**config.mk**
```make
export PLATFORM = sky130hd
export DESIGN_NAME = vcm_path_monitor
export DESIGN_NICKNAME = d
export VERILOG_FILES = /design/src/vcm_pkg.sv /design/src/vcm_persist.sv /design/src/vcm_path_monitor.sv
export SDC_FILE = /design/constraint.sdc
export NUM_CORES = 1
export LEC_CHECK = 0
export ABC_AREA = 1
export BUFFER_PORTS_ARGS = -buffer_cell sky130_fd_sc_hd__buf_2
export CAP_MARGIN = 5
export CORE_UTILIZATION = 50
export DETAILED_ROUTE_END_ITERATION = 6
export PLACE_DENSITY = 0.73
export SYNTH_ARGS = -nofsm -noshare
export SYNTH_HDL_FRONTEND = slang
export SYNTH_SLANG_ARGS = --single-unit
```
**constraint.sdc**
```tcl
create_clock -name sys_clk_i -period 2.8 [get_ports sys_clk_i]
set_clock_uncertainty 0.2 [all_clocks]
set_input_delay 0 -clock sys_clk_i [delete_from_list [all_inputs] [get_ports sys_clk_i]]
set_output_delay 0 -clock sys_clk_i [all_outputs]
set_load 0.01 [all_outputs]
```
**src/vcm_pkg.sv**
```systemverilog
// Functional notes
// - J2 byte becomes the accepted trace identifier
// - BIP-2 over previous frame flags near errors
// - V5 bit 3 counts one far error
// - V5 bit 8 high means remote defect
// - K4 bits 5 to 8 are ignored
// - V5 bits 5-7 feed unequipped detection
// - defects other than degrade cleared by server fail or AIS
// - trace mismatch detection can be disabled
// - AIS set after five frames of 111
// - AIS cleared after five non-111 frames
// - trail fail and degrade consequent actions
// - unequipped report needs zero accepted trace
// - mismatch report unless unequipped with zero trace
// - degrade report only without trace mismatch
// - remote defect report with all qualifiers
// - server fail report from SSF or AIS
// - defect seconds and errored block sums
package vcm_pkg;

    // frame layout: byte 0 is V5, flagged by frame start
    localparam int unsigned FRAME_BYTES_DEF = 428;
    localparam int unsigned J2_POS          = 107;

    // V5 bit positions, bit 1 of the byte is the msb
    localparam int unsigned V5_BIP_HI = 7;
    localparam int unsigned V5_BIP_LO = 6;
    localparam int unsigned V5_REI    = 5;
    localparam int unsigned V5_PSL_HI = 3;
    localparam int unsigned V5_PSL_LO = 1;
    localparam int unsigned V5_RDI    = 0;

    // signal label codes
    localparam logic [2:0] PSL_UNEQ = 3'h0;
    localparam logic [2:0] PSL_AIS  = 3'h7;

    // persistence counts in frames
    localparam int unsigned AIS_FRAMES   = 5;
    localparam int unsigned UNEQ_FRAMES  = 5;
    localparam int unsigned RDI_FRAMES   = 5;
    localparam int unsigned TRACE_FRAMES = 3;

    // reset values and mode codes
    localparam logic [7:0] TRACE_RESET = 8'h00;
    localparam logic [7:0] TRACE_ZERO  = 8'h00;
    localparam logic       TPM_MON     = 1'b1;

    localparam int unsigned PM_CNT_W = 16;
    localparam int unsigned DEGRADE_WINDOW_COUNT_W   = 4;

    // correlated fault reports
    typedef struct packed {
        logic unequipped;
        logic trace_mismatch;
        logic degraded;
        logic remote_defect;
        logic server_fail;
    } vcm_report_s;

    // one-second performance figures
    typedef struct packed {
        logic                near_defect_second;
        logic                far_defect_second;
        logic [PM_CNT_W-1:0] near_errored_block_count;
        logic [PM_CNT_W-1:0] far_errored_block_count;
    } vcm_pm_s;

    // incoming path signals, sampled together
    typedef struct packed {
        logic       clk;
        logic       fs;
        logic       ssf;
        logic [7:0] data;
    } vcm_link_s;

endpackage

```
**src/vcm_persist.sv**
```systemverilog
`timescale 1ns/1ps
// consecutive-sample filter: state flips after n samples that disagree with it
module vcm_persist #(
    parameter int unsigned N = 5
) (
    input  wire logic sys_clk_i,
    input  wire logic reset_n_i,
    input  wire logic sample_i,
    input  wire logic level_i,
    input  wire logic clear_i,
    output logic      state_o
);
    localparam int unsigned CW = $clog2(N + 1);
    localparam logic [CW-1:0] LAST = CW'(N - 1);

    logic [CW-1:0] run_q;

    initial begin
        if (N < 1) begin
            $error("vcm_persist: N must be at least 1");
        end
    end

    // a matching sample restarts the run, so the count is truly consecutive
    always_ff @(posedge sys_clk_i) begin
        if (!reset_n_i || clear_i) begin
            run_q   <= '0;
            state_o <= 1'b0;
        end else if (sample_i) begin
            if (level_i == state_o) begin
                run_q <= '0;
            end else if (run_q == LAST) begin
                run_q   <= '0;
                state_o <= level_i;
            end else begin
                run_q <= run_q + 1'b1;
            end
        end
    end
endmodule

```
**src/vcm_path_monitor.sv**
```systemverilog
`timescale 1ns/1ps
// non-intrusive VC-2 path monitor, byte-wide path input with its own clock
module vcm_path_monitor
    import vcm_pkg::*;
#(
    parameter int unsigned FRAME_BYTES = FRAME_BYTES_DEF
) (
    input  wire logic                  sys_clk_i,
    input  wire logic                  reset_n_i,
    input  wire logic                  ci_clk_i,
    input  wire logic [7:0]            ci_data_i,
    input  wire logic                  ci_fs_i,
    input  wire logic                  incoming_server_signal_fail_i,
    input  wire logic                  termination_point_mode_i,
    input  wire logic                  server_fail_report_enable_i,
    input  wire logic                  remote_defect_report_enable_i,
    input  wire logic [7:0]            expected_trace_id_i,
    input  wire logic                  expected_trace_compare_mode_i,
    input  wire logic                  trace_mismatch_disable_i,
    input  wire logic [PM_CNT_W-1:0]   degrade_threshold_i,
    input  wire logic [DEGRADE_WINDOW_COUNT_W-1:0]     degrade_window_count_i,
    input  wire logic                  one_second_tick_i,
    input  wire logic                  equipment_defect_i,
    output logic                       trail_signal_fail_action_o,
    output logic                       trail_signal_degrade_action_o,
    output vcm_pkg::vcm_report_s       report_o,
    output logic [7:0]                 accepted_trace_id_o,
    output vcm_pkg::vcm_pm_s           pm_o,
    output logic                       pm_valid_o,
    output logic                       near_block_error_o,
    output logic                       far_block_error_o
);
    import vcm_pkg::*;

    localparam int unsigned PW = $clog2(FRAME_BYTES);
    localparam logic [PW-1:0] POS_LAST = PW'(FRAME_BYTES - 1);
    localparam logic [PW-1:0] POS_J2   = PW'(J2_POS);

    initial begin
        if (FRAME_BYTES <= J2_POS + 1) begin
            $error("vcm_path_monitor: FRAME_BYTES too small for the J2 position");
        end
    end

    // saturating increment, shared by the counters
    function automatic logic [PM_CNT_W-1:0] sat_inc(input logic [PM_CNT_W-1:0] v);
        sat_inc = (&v) ? v : v + 1'b1;
    endfunction

    vcm_link_s link_raw;
    vcm_link_s link_s1_q;
    vcm_link_s link_s2_q;
    vcm_link_s link_s3_q;
    vcm_link_s link_q;
    vcm_link_s link_d;
    vcm_link_s agree;

    assign link_raw = '{clk: ci_clk_i, fs: ci_fs_i, ssf: incoming_server_signal_fail_i,
                        data: ci_data_i};

    // three-stage capture of everything arriving from the path side
    always_ff @(posedge sys_clk_i) begin
        if (!reset_n_i) begin
            link_s1_q <= '0;
            link_s2_q <= '0;
            link_s3_q <= '0;
        end else begin
            link_s1_q <= link_raw;
            link_s2_q <= link_s1_q;
            link_s3_q <= link_s2_q;
        end
    end

    // a bit changes only once stages two and three agree, filtering glitches
    assign agree  = ~(link_s2_q ^ link_s3_q);
    assign link_d = (link_s3_q & agree) | (link_q & ~agree);

    always_ff @(posedge sys_clk_i) begin
        if (!reset_n_i) begin
            link_q <= '0;
        end else begin
            link_q <= link_d;
        end
    end

    logic       byte_stb;
    logic       v5_stb;
    logic [7:0] byte_val;

    // the path clock rising edge takes one byte; data is settled by then
    assign byte_stb = link_d.clk & ~link_q.clk;
    assign byte_val = link_d.data;
    assign v5_stb   = byte_stb & link_d.fs;

    logic [PW-1:0] pos_q;
    logic          in_frame_q;
    logic          prev_full_q;
    logic          j2_stb;

    // byte position within the frame; the frame after a short one is not trusted for parity
    always_ff @(posedge sys_clk_i) begin
        if (!reset_n_i) begin
            pos_q       <= '0;
            in_frame_q  <= 1'b0;
            prev_full_q <= 1'b0;
        end else if (v5_stb) begin
            prev_full_q <= in_frame_q && (pos_q == POS_LAST);
            pos_q       <= '0;
            in_frame_q  <= 1'b1;
        end else if (byte_stb && in_frame_q && pos_q != POS_LAST) begin
            pos_q <= pos_q + 1'b1;
        end
    end

    // K4 and every other byte carry no meaning here and are never decoded
    assign j2_stb = byte_stb & ~link_d.fs & in_frame_q & (pos_q + 1'b1 == POS_J2);

    logic [1:0] bip_q;
    logic [1:0] bip_byte;
    logic       near_err;
    logic       far_err;
    logic       server_fail_condition;
    logic       alarm_indication_defect;

    // odd bits feed BIP bit 1, even bits feed BIP bit 2
    assign bip_byte = {byte_val[7] ^ byte_val[5] ^ byte_val[3] ^ byte_val[1],
                       byte_val[6] ^ byte_val[4] ^ byte_val[2] ^ byte_val[0]};

    // parity restarts on V5 so the V5 byte itself is covered
    always_ff @(posedge sys_clk_i) begin
        if (!reset_n_i) begin
            bip_q <= 2'h0;
        end else if (v5_stb) begin
            bip_q <= bip_byte;
        end else if (byte_stb) begin
            bip_q <= bip_q ^ bip_byte;
        end
    end

    // errors are not counted while the server signal has failed
    assign near_err = v5_stb & prev_full_q & ~server_fail_condition &
                      (byte_val[V5_BIP_HI:V5_BIP_LO] != bip_q);
    assign far_err  = v5_stb & ~server_fail_condition & byte_val[V5_REI];

    always_ff @(posedge sys_clk_i) begin
        if (!reset_n_i) begin
            near_block_error_o <= 1'b0;
            far_block_error_o  <= 1'b0;
        end else begin
            near_block_error_o <= near_err;
            far_block_error_o  <= far_err;
        end
    end

    logic [2:0] psl;
    logic       unequipped_defect;
    logic       remote_defect;

    assign psl = byte_val[V5_PSL_HI:V5_PSL_LO];
    // AIS counts the SSF as its own clear, the others also clear on AIS
    assign server_fail_condition = link_q.ssf | alarm_indication_defect;

    // five consecutive frames set and clear AIS
    vcm_persist #(
        .N (AIS_FRAMES)
    ) u_ais (
        .sys_clk_i (sys_clk_i),
        .reset_n_i (reset_n_i),
        .sample_i  (v5_stb),
        .level_i   (psl == PSL_AIS),
        .clear_i   (link_q.ssf),
        .state_o   (alarm_indication_defect)
    );

    // unequipped label detection
    vcm_persist #(
        .N (UNEQ_FRAMES)
    ) u_uneq (
        .sys_clk_i (sys_clk_i),
        .reset_n_i (reset_n_i),
        .sample_i  (v5_stb),
        .level_i   (psl == PSL_UNEQ),
        .clear_i   (server_fail_condition),
        .state_o   (unequipped_defect)
    );

    // V5 bit 8 at one is a remote defect
    vcm_persist #(
        .N (RDI_FRAMES)
    ) u_rdi (
        .sys_clk_i (sys_clk_i),
        .reset_n_i (reset_n_i),
        .sample_i  (v5_stb),
        .level_i   (byte_val[V5_RDI]),
        .clear_i   (server_fail_condition),
        .state_o   (remote_defect)
    );

    logic [7:0] received_trace_id;
    logic [7:0] trace_cand_q;
    logic [1:0] trace_run_q;
    logic [7:0] accepted_trace_id_q;

    assign received_trace_id = byte_val;

    // a trace is accepted after three identical J2 bytes in a row
    always_ff @(posedge sys_clk_i) begin
        if (!reset_n_i) begin
            trace_cand_q        <= TRACE_RESET;
            trace_run_q         <= 2'h0;
            accepted_trace_id_q <= TRACE_RESET;
        end else if (j2_stb && !server_fail_condition) begin
            if (received_trace_id != trace_cand_q || trace_run_q == 2'h0) begin
                trace_cand_q <= received_trace_id;
                trace_run_q  <= 2'h1;
            end else if (trace_run_q == 2'(TRACE_FRAMES - 1)) begin
                accepted_trace_id_q <= received_trace_id;
            end else begin
                trace_run_q <= trace_run_q + 1'b1;
            end
        end
    end

    logic trace_mismatch_defect_q;

    // mismatch is judged only when comparison is on and not disabled
    always_ff @(posedge sys_clk_i) begin
        if (!reset_n_i) begin
            trace_mismatch_defect_q <= 1'b0;
        end else begin
            trace_mismatch_defect_q <= expected_trace_compare_mode_i &&
                                       !trace_mismatch_disable_i &&
                                       !server_fail_condition &&
                                       (accepted_trace_id_q != expected_trace_id_i);
        end
    end

    logic [PM_CNT_W-1:0] near_acc_q;
    logic [PM_CNT_W-1:0] far_acc_q;
    logic                near_ds_q;
    logic                far_ds_q;
    logic                ssf_sec_q;
    logic [DEGRADE_WINDOW_COUNT_W-1:0]   bad_run_q;
    logic [DEGRADE_WINDOW_COUNT_W-1:0]   good_run_q;
    logic                degraded_defect_q;
    logic                bad_second;
    logic                uneq_zero;
    logic                tsf;
    logic                monitor_active;

    assign uneq_zero = unequipped_defect & (accepted_trace_id_q == TRACE_ZERO);
    assign tsf       = link_q.ssf | alarm_indication_defect | uneq_zero |
                       trace_mismatch_defect_q;
    assign monitor_active = (termination_point_mode_i == TPM_MON);
    assign bad_second     = (near_acc_q >= degrade_threshold_i);

    // per-second sums; events in the tick cycle are dropped, counted in neither interval
    always_ff @(posedge sys_clk_i) begin
        if (!reset_n_i) begin
            near_acc_q <= '0;
            far_acc_q  <= '0;
            near_ds_q  <= 1'b0;
            far_ds_q   <= 1'b0;
            ssf_sec_q  <= 1'b0;
        end else if (one_second_tick_i) begin
            near_acc_q <= '0;
            far_acc_q  <= '0;
            near_ds_q  <= 1'b0;
            far_ds_q   <= 1'b0;
            ssf_sec_q  <= 1'b0;
        end else begin
            if (near_err) begin
                near_acc_q <= sat_inc(near_acc_q);
            end
            if (far_err) begin
                far_acc_q <= sat_inc(far_acc_q);
            end
            near_ds_q <= near_ds_q | tsf | equipment_defect_i;
            far_ds_q  <= far_ds_q | remote_defect;
            ssf_sec_q <= ssf_sec_q | server_fail_condition;
        end
    end

    // present the closed interval for one cycle
    always_ff @(posedge sys_clk_i) begin
        if (!reset_n_i) begin
            pm_o       <= '0;
            pm_valid_o <= 1'b0;
        end else begin
            pm_valid_o <= one_second_tick_i;
            if (one_second_tick_i) begin
                pm_o.near_defect_second       <= near_ds_q;
                pm_o.far_defect_second        <= far_ds_q;
                pm_o.near_errored_block_count <= near_acc_q;
                pm_o.far_errored_block_count  <= far_acc_q;
            end
        end
    end

    // degrade: window of bad seconds sets, same run of good seconds clears;
    // seconds touched by server fail say nothing and leave the runs alone
    always_ff @(posedge sys_clk_i) begin
        if (!reset_n_i) begin
            bad_run_q         <= '0;
            good_run_q        <= '0;
            degraded_defect_q <= 1'b0;
        end else if (one_second_tick_i && !ssf_sec_q) begin
            if (bad_second) begin
                good_run_q <= '0;
                if (bad_run_q + 1'b1 >= degrade_window_count_i) begin
                    degraded_defect_q <= 1'b1;
                end else begin
                    bad_run_q <= bad_run_q + 1'b1;
                end
            end else begin
                bad_run_q <= '0;
                if (good_run_q + 1'b1 >= degrade_window_count_i) begin
                    degraded_defect_q <= 1'b0;
                end else begin
                    good_run_q <= good_run_q + 1'b1;
                end
            end
        end
    end

    // consequent actions and correlations, registered to the pins
    always_ff @(posedge sys_clk_i) begin
        if (!reset_n_i) begin
            trail_signal_fail_action_o    <= 1'b0;
            trail_signal_degrade_action_o <= 1'b0;
            report_o                      <= '0;
            accepted_trace_id_o           <= TRACE_RESET;
        end else begin
            trail_signal_fail_action_o    <= tsf;
            trail_signal_degrade_action_o <= degraded_defect_q;
            accepted_trace_id_o           <= accepted_trace_id_q;
            report_o.unequipped     <= monitor_active & uneq_zero;
            report_o.trace_mismatch <= monitor_active & trace_mismatch_defect_q &
                                       ~uneq_zero;
            report_o.degraded       <= monitor_active & degraded_defect_q &
                                       ~trace_mismatch_defect_q;
            report_o.remote_defect  <= monitor_active & remote_defect &
                                       remote_defect_report_enable_i &
                                       ~trace_mismatch_defect_q & ~uneq_zero;
            report_o.server_fail    <= monitor_active & server_fail_report_enable_i &
                                       server_fail_condition;
        end
    end
endmodule

```
Yosys cells after proc, flatten, opt, wreduce, memory -nomap -nowiden
Cells that the tools add are included.
{"block": "word_totals", "register_bits": 184, "elab_cells": 189, "input_bits": 48}
{"block": "classes", "muxes": 17, "order_cmp": 3, "eq_ne": 18, "n_bitwise": 54, "reduce_logical": 35, "n_addsub": 9}
{"cell": "16-bit by 1-bit adder with 16-bit output, second input constant", "count": 2}
{"cell": "16-bit AND reduction", "count": 2}
{"cell": "1-bit bitwise AND", "count": 22}
{"cell": "11-bit bitwise AND", "count": 2}
{"cell": "11-bit inverter", "count": 2}
{"cell": "3-bit two-way mux", "count": 6}
{"cell": "16-bit greater-or-equal comparator", "count": 1}
{"cell": "4-bit two-way mux", "count": 4}
{"cell": "8-bit inequality test", "count": 2}
{"cell": "3-bit AND reduction", "count": 5}
{"cell": "3-bit equality test, second input constant", "count": 4}
{"cell": "1-bit inverter", "count": 12}
{"cell": "2-bit AND reduction", "count": 6}
{"cell": "11-bit OR", "count": 1}
{"cell": "11-bit bitwise XOR", "count": 1}
{"cell": "3-bit by 1-bit adder with 3-bit output, second input constant", "count": 3}
{"cell": "9-bit by 1-bit adder with 9-bit output, second input constant", "count": 1}
{"cell": "9-bit by 7-bit equality test with 1-bit output, second input constant", "count": 1}
{"cell": "9-bit equality test, second input constant", "count": 1}
{"cell": "9-bit inequality test, second input constant", "count": 1}
{"cell": "4-bit by 1-bit adder with 4-bit output, second input constant", "count": 2}
{"cell": "4-bit greater-or-equal comparator", "count": 2}
{"cell": "1-bit logical AND", "count": 8}
{"cell": "8-bit zero test", "count": 1}
{"cell": "17 further kinds", "count": 44}

Depth between registers and ports, before layout
{"block": "depth", "word_depth": 11, "mapped_depth": 16, "depth_no_buf": 16}

Hierarchy
A second synthesis with hierarchy kept.
{"block": "hier_totals", "hier_cells": 1215, "area_unflattened_um2": 8778.4}
{"mod": "vcm_path_monitor", "cells_per_inst": 1107, "instances": 1, "area_each_um2": 8042.7, "seq_area_each_um2": 3443.3}
{"mod": "vcm_persist", "cells_per_inst": 36, "instances": 3, "area_each_um2": 245.2, "seq_area_each_um2": 80.1}

Worst setup path after synthesis
No wires, ideal clock.
{"block": "synth_path", "kind": "register to register", "startpoint": "register bad_run_q[0]", "endpoint": "register degraded_defect_q", "arrival_time_ns": 1.799, "stages_incl_launch_ff": 12, "path_buffers": 0, "required_time_ns": 2.536, "setup_time_ns": 0.064, "path_slack_ns": 0.737, "path_cell_list": "dfxtp_1 > ha_1 > xor2_1 > ha_1 > nand2_1 > o311ai_0 > inv_1 > nand2_1 > nand3_1 > nand2_1 > inv_1 > nor2_1"}
{"block": "synth_between", "elab_chain_cells": 4}
{"item": "from (decl)", "line": "vcm_path_monitor.sv:243", "text": "logic [DEGRADE_WINDOW_COUNT_W-1:0] bad_run_q;"}
{"item": "from (signal assigned)", "line": "vcm_path_monitor.sv:313", "text": "bad_run_q <= bad_run_q + 1'b1;"}
{"item": "4-bit by 1-bit adder with 4-bit output", "line": "vcm_path_monitor.sv:310", "text": "if (bad_run_q + 1'b1 >= degrade_window_count_i) begin"}
{"item": "4-bit greater-or-equal comparator", "line": "vcm_path_monitor.sv:310"}
{"item": "2-bit by 1-bit inequality test with 1-bit output (no line)"}
{"item": "3-bit AND reduction (no line)"}
{"item": "to (signal assigned)", "line": "vcm_path_monitor.sv:306", "text": "degraded_defect_q <= 1'b0;"}
{"item": "to (signal assigned)", "line": "vcm_path_monitor.sv:311", "text": "degraded_defect_q <= 1'b1;"}
{"item": "to (signal assigned)", "line": "vcm_path_monitor.sv:318", "text": "degraded_defect_q <= 1'b0;"}
{"item": "to (decl)", "line": "vcm_path_monitor.sv:245", "text": "logic degraded_defect_q;"}
No other way between the ends.
A chain may end at the register's enable or synchronous reset.

Final worst setup path
{"block": "layout_path", "startpoint": "register near_acc_q[11]", "endpoint": "register good_run_q[3]"}
{"block": "layout_between", "elab_chain_cells": 3, "word_cells_on_any_way": 4, "classes_between": "order compare: 1; eq/ne: 1; mux: 1; reduce/logical: 1"}
{"item": "from (decl)", "line": "vcm_path_monitor.sv:238", "text": "logic [PM_CNT_W-1:0] near_acc_q;"}
{"item": "from (signal assigned)", "line": "vcm_path_monitor.sv:273", "text": "near_acc_q <= sat_inc(near_acc_q);"}
{"item": "16-bit greater-or-equal comparator *", "line": "vcm_path_monitor.sv:255", "text": "assign bad_second = (near_acc_q >= degrade_threshold_i);"}
{"item": "2-bit inequality test (no line)"}
{"item": "2-bit AND reduction (no line)"}
{"item": "to (signal assigned)", "line": "vcm_path_monitor.sv:320", "text": "good_run_q <= good_run_q + 1'b1;"}
{"item": "to (decl)", "line": "vcm_path_monitor.sv:244", "text": "logic [DEGRADE_WINDOW_COUNT_W-1:0] good_run_q;"}
Mark *: on every way between the ends. The rest lies on a longest branch, timed or not.

==> reports/results.tsv <==
stage	metric	value	unit
status	outcome	complete, no violations	
detailed_routing	first_iter_violations	429	
clock_tree	clk_pin_slew	0.07	ns
clock_tree	clock-root-buffer	clkbuf_16	
detailed_routing	routed_wl	18700	µm
global_route	grtUsageTotal	21.9	%
die	rows	47	
critical_path	cp_max_fo	8	
global_route	grt_overflow	0	
timing	fmax	420	MHz
clock_tree	clk_latency	0.44	ns
logic_synthesis	ys_seq_area_share	42.7	%
hold_path	holdCritStartpoint	incoming_server_signal_fail_i	
critical_path	reg2reg_from	near_acc_q[11]$_SDFFE_PP0P_	
timing	worst_slew_pin_slew	0.882	ns
clock_tree	cts_resized	0	
die	die_area	17800	µm²
critical_path	max_stage_delay	0.46	ns
hold_path	whs_path_depth	4	
flow_run	maxCapViolCount	0	
final_layout	drive_gt1_share	12.5	%
timing	period_share	84.9	%
global_route	grt_pass1_wl	31600	µm
place	io_buffer_count	99	
detailed_routing	dr_total_vias	7694	
logic_synthesis	yosys_warnings	0	
final_layout	diodes	0	
clock_tree	cts_max_path_buffers	2	
logic_synthesis	ys_ff_latch	184	
die	die_h	133	µm
critical_path	cp_data_arrival_time	2.50	ns
hold_path	holdCritPathClass	input pin to flip-flop	
logic_synthesis	synthCells	1213	
place	hpwl	13400	µm
critical_path	timing.critical_path.buf_inv	1	
detailed_routing	ant_nets	0	
die	die_w	133	µm
timing	hold_viol	0	
timing	slew_viol_final	0	
global_route	grt_max_degree	61	
critical_path	worstPathCellList	ha_1, nand2_1, inv_1, nand2_1, a21oi_1, nor2_1, nand2_1, nor2_1, nand2_1, a21oi_1, nor2_1	
die	initial_core_util	51.7	%
power_and_ir_drop	leakagePower	4.98	nW
critical_path	cp_top_family	simple AND/OR/NAND/NOR gates	
critical_path	crit_slowest_cell	dfxtp_1	
power_and_ir_drop	vdd_drop_max	0.000479	V
timing	grt_setup_unrepaired	false	
detailed_routing	drt-wirelength-per-cell	11.9	µm
critical_path	rr_endpoint	good_run_q[3]$_SDFFE_PN0P_	
final_layout	seqCellArea	3680	µm²
final_layout	areaGrowthSynthToFinish	18.1	%
critical_path	critPathKind	flip-flop to flip-flop	
logic_synthesis	synthFlopType	dfxtp_1	
logic_synthesis	ys_types	43	
logic_synthesis	syn_nets	1299	
final_layout	multiInputGateArea	4050	µm²
critical_path	worstSetupPathDepth	11	
detailed_routing	firstDrtPassIters	5	
hold_path	whs_endpoint	link_s1_q[8]$_SDFF_PN0_	
logic_synthesis	netlist_area	8630	µm²
clock_tree	cts_buffers	17	
timing	setup_viol	0	
place	place_congestion	0.874	
logic_synthesis	synth_edf_count	0	
timing	final.setup.tns	0	ns
critical_path	cp_common_cell	nand2_1	
clock_tree	cts_tree	yes	
final_layout	nFillCells	1527	
critical_path	end_kind	flip-flop	
clock_tree	htreeDepth	4	
logic_synthesis	async_flop_share	0	%
critical_path	regToRegSetupSlack	0.42	ns
critical_path	crit_required	2.92	ns
critical_path	crit_path_start_kind	flip-flop	
clock_tree	clock_sinks	184	
detailed_routing	routed_via_density	4.91	
power_and_ir_drop	p_per_area	557	nW/µm²
timing	whs	0.0777	ns
critical_path	reg2regPathDepth	11	
timing	relSlewSlack	41.0	%
die	coreArea	16700	µm²
final_layout	fin_nets	1420	
global_route	grt_pass1_vias	7103	
die	io_pins	100	
global_route	antenna_found_initial	0	
logic_synthesis	syn_avg_cell_area	7.11	µm²
detailed_routing	route.detailed.drc	0	
timing	min_period	2.38	ns
## kinds of logic after synthesis
group / Yosys count / synth area share (%)
flops: 184 / 42.7
simple gates: 576 / 29.2
compound gates: 148 / 8.98
fa+ha+maj: 38 / 5.51
xor+xnor: 32 / 3.25
buf+inv: 235 / 10.4
## report_power, final
group	switching [mW]	internal (mW)	total, mW
combinational	0.281	0.197	0.478
sequential	0.0415	2.68	2.72
clock	1.08	1.39	2.48
## worst max-delay path by stage
stage	start	to	slack, ns
after floorplan	bad_run_q[0]$_SDFFE_PN0P_	degraded_defect_q$_SDFFE_PN0P_	0.74
after global placement	near_acc_q[11]$_SDFFE_PP0P_	good_run_q[0]$_SDFFE_PN0P_	0.49
after detailed placement	near_acc_q[11]$_SDFFE_PP0P_	good_run_q[3]$_SDFFE_PN0P_	0.49
after CTS	near_acc_q[11]$_SDFFE_PP0P_	good_run_q[3]$_SDFFE_PN0P_	0.44
after global routing	near_acc_q[3]$_SDFFE_PP0P_	good_run_q[2]$_SDFFE_PN0P_	0.17
final	near_acc_q[11]$_SDFFE_PP0P_	good_run_q[3]$_SDFFE_PN0P_	0.42
## final cells by class
| cell class | count | area share, % |
|---|---|---|
| clock buffers | 19 | 4.45 |
| multi-input cells | 794 | 39.7 |
| repair buffers | 129 | 7.66 |
| well taps | 220 | 2.70 |
| clock inverters | 13 | 1.60 |
| flip-flops and latches | 184 | 36.2 |
| inverters | 208 | 7.69 |
## flip-flops by register name, indices dropped and copies added (netlist names), 9 cells and up, named ones only
signal / count
far_acc_q: 16
link_q: 10
link_s1_q: 11
link_s2_q: 11
link_s3_q: 11
near_acc_q: 16
pm_o: 34
pos_q: 9
## per-stage QoR
stage | utilization [%] | instance area [µm²] | cells | worst slack, ns | power, mW
2_1_floorplan | - | 8630 | 1213 | 0.737 | 3.11
3_3_place_gp | 55.9 | 9330 | 1511 | 0.493 | 3.22
3_5_place_dp | 55.9 | 9330 | 1511 | 0.485 | 3.23
4_1_cts | 61.0 | 10200 | 1567 | 0.440 | 5.72
5_1_grt | 61.0 | 10200 | 1567 | 0.174 | 5.89
6_report | 61.0 | 10200 | 1567 | 0.421 | 5.67
## worst register-to-register path: cells and delay by family, from the launching register on
family	cells	cell delay, ns
buf+inv	1	0.05
flops	1	0.46
compound gates	2	0.28
fa+ha+maj	1	0.29
simple gates	7	0.99
## Yosys cell counts (all sizes together), types with 11 or more instances
cell	instances	area [µm²]
a21oi	69	345
buf	11	53.8
clkbuf	16	60.1
dfxtp	184	3680
ha	38	475
inv	206	773
nand2	319	1210
nand3	56	308
nand4	22	138
nor2	124	504
nor3	26	130
o21ai	66	330
xor2	26	228
## per-layer routing
layer	GRT usage [%]	share of wire [%]	vias to the layer above
met4	7.45	1.4	0
met5	0	0	-
met3	3.61	3.4	25
met2	38.6	48	143
li1	-	-	4051
met1	26.9	47	3475
## timing repair
item	CTS	global route
hold endpoints to repair	47	0
setup buffers	0	0
hold buffers	24	0
## cell usage in the layout (no fill, tap or decap), types with 3 or more instances in the layout
master,count
a21oi_1,69
a31oi_1,3
buf_2,99
buf_4,6
clkbuf_16,17
clkinv_2,3
clkinv_4,5
dfxtp_1,184
dlygate4sd3_1,24
ha_1,38
inv_1,202
inv_2,4
inv_8,4
nand2_1,312
nand2_2,7
nand3_1,52
nand3_2,3
nand3b_1,6
nand4_1,22
nor2_1,117
nor2_2,4
nor3_1,26
nor4_1,8
o21ai_0,65
or2_1,3
or2_2,5
xnor2_1,6
xor2_1,26
Note: power is estimated with default switching activity, not from simulation.
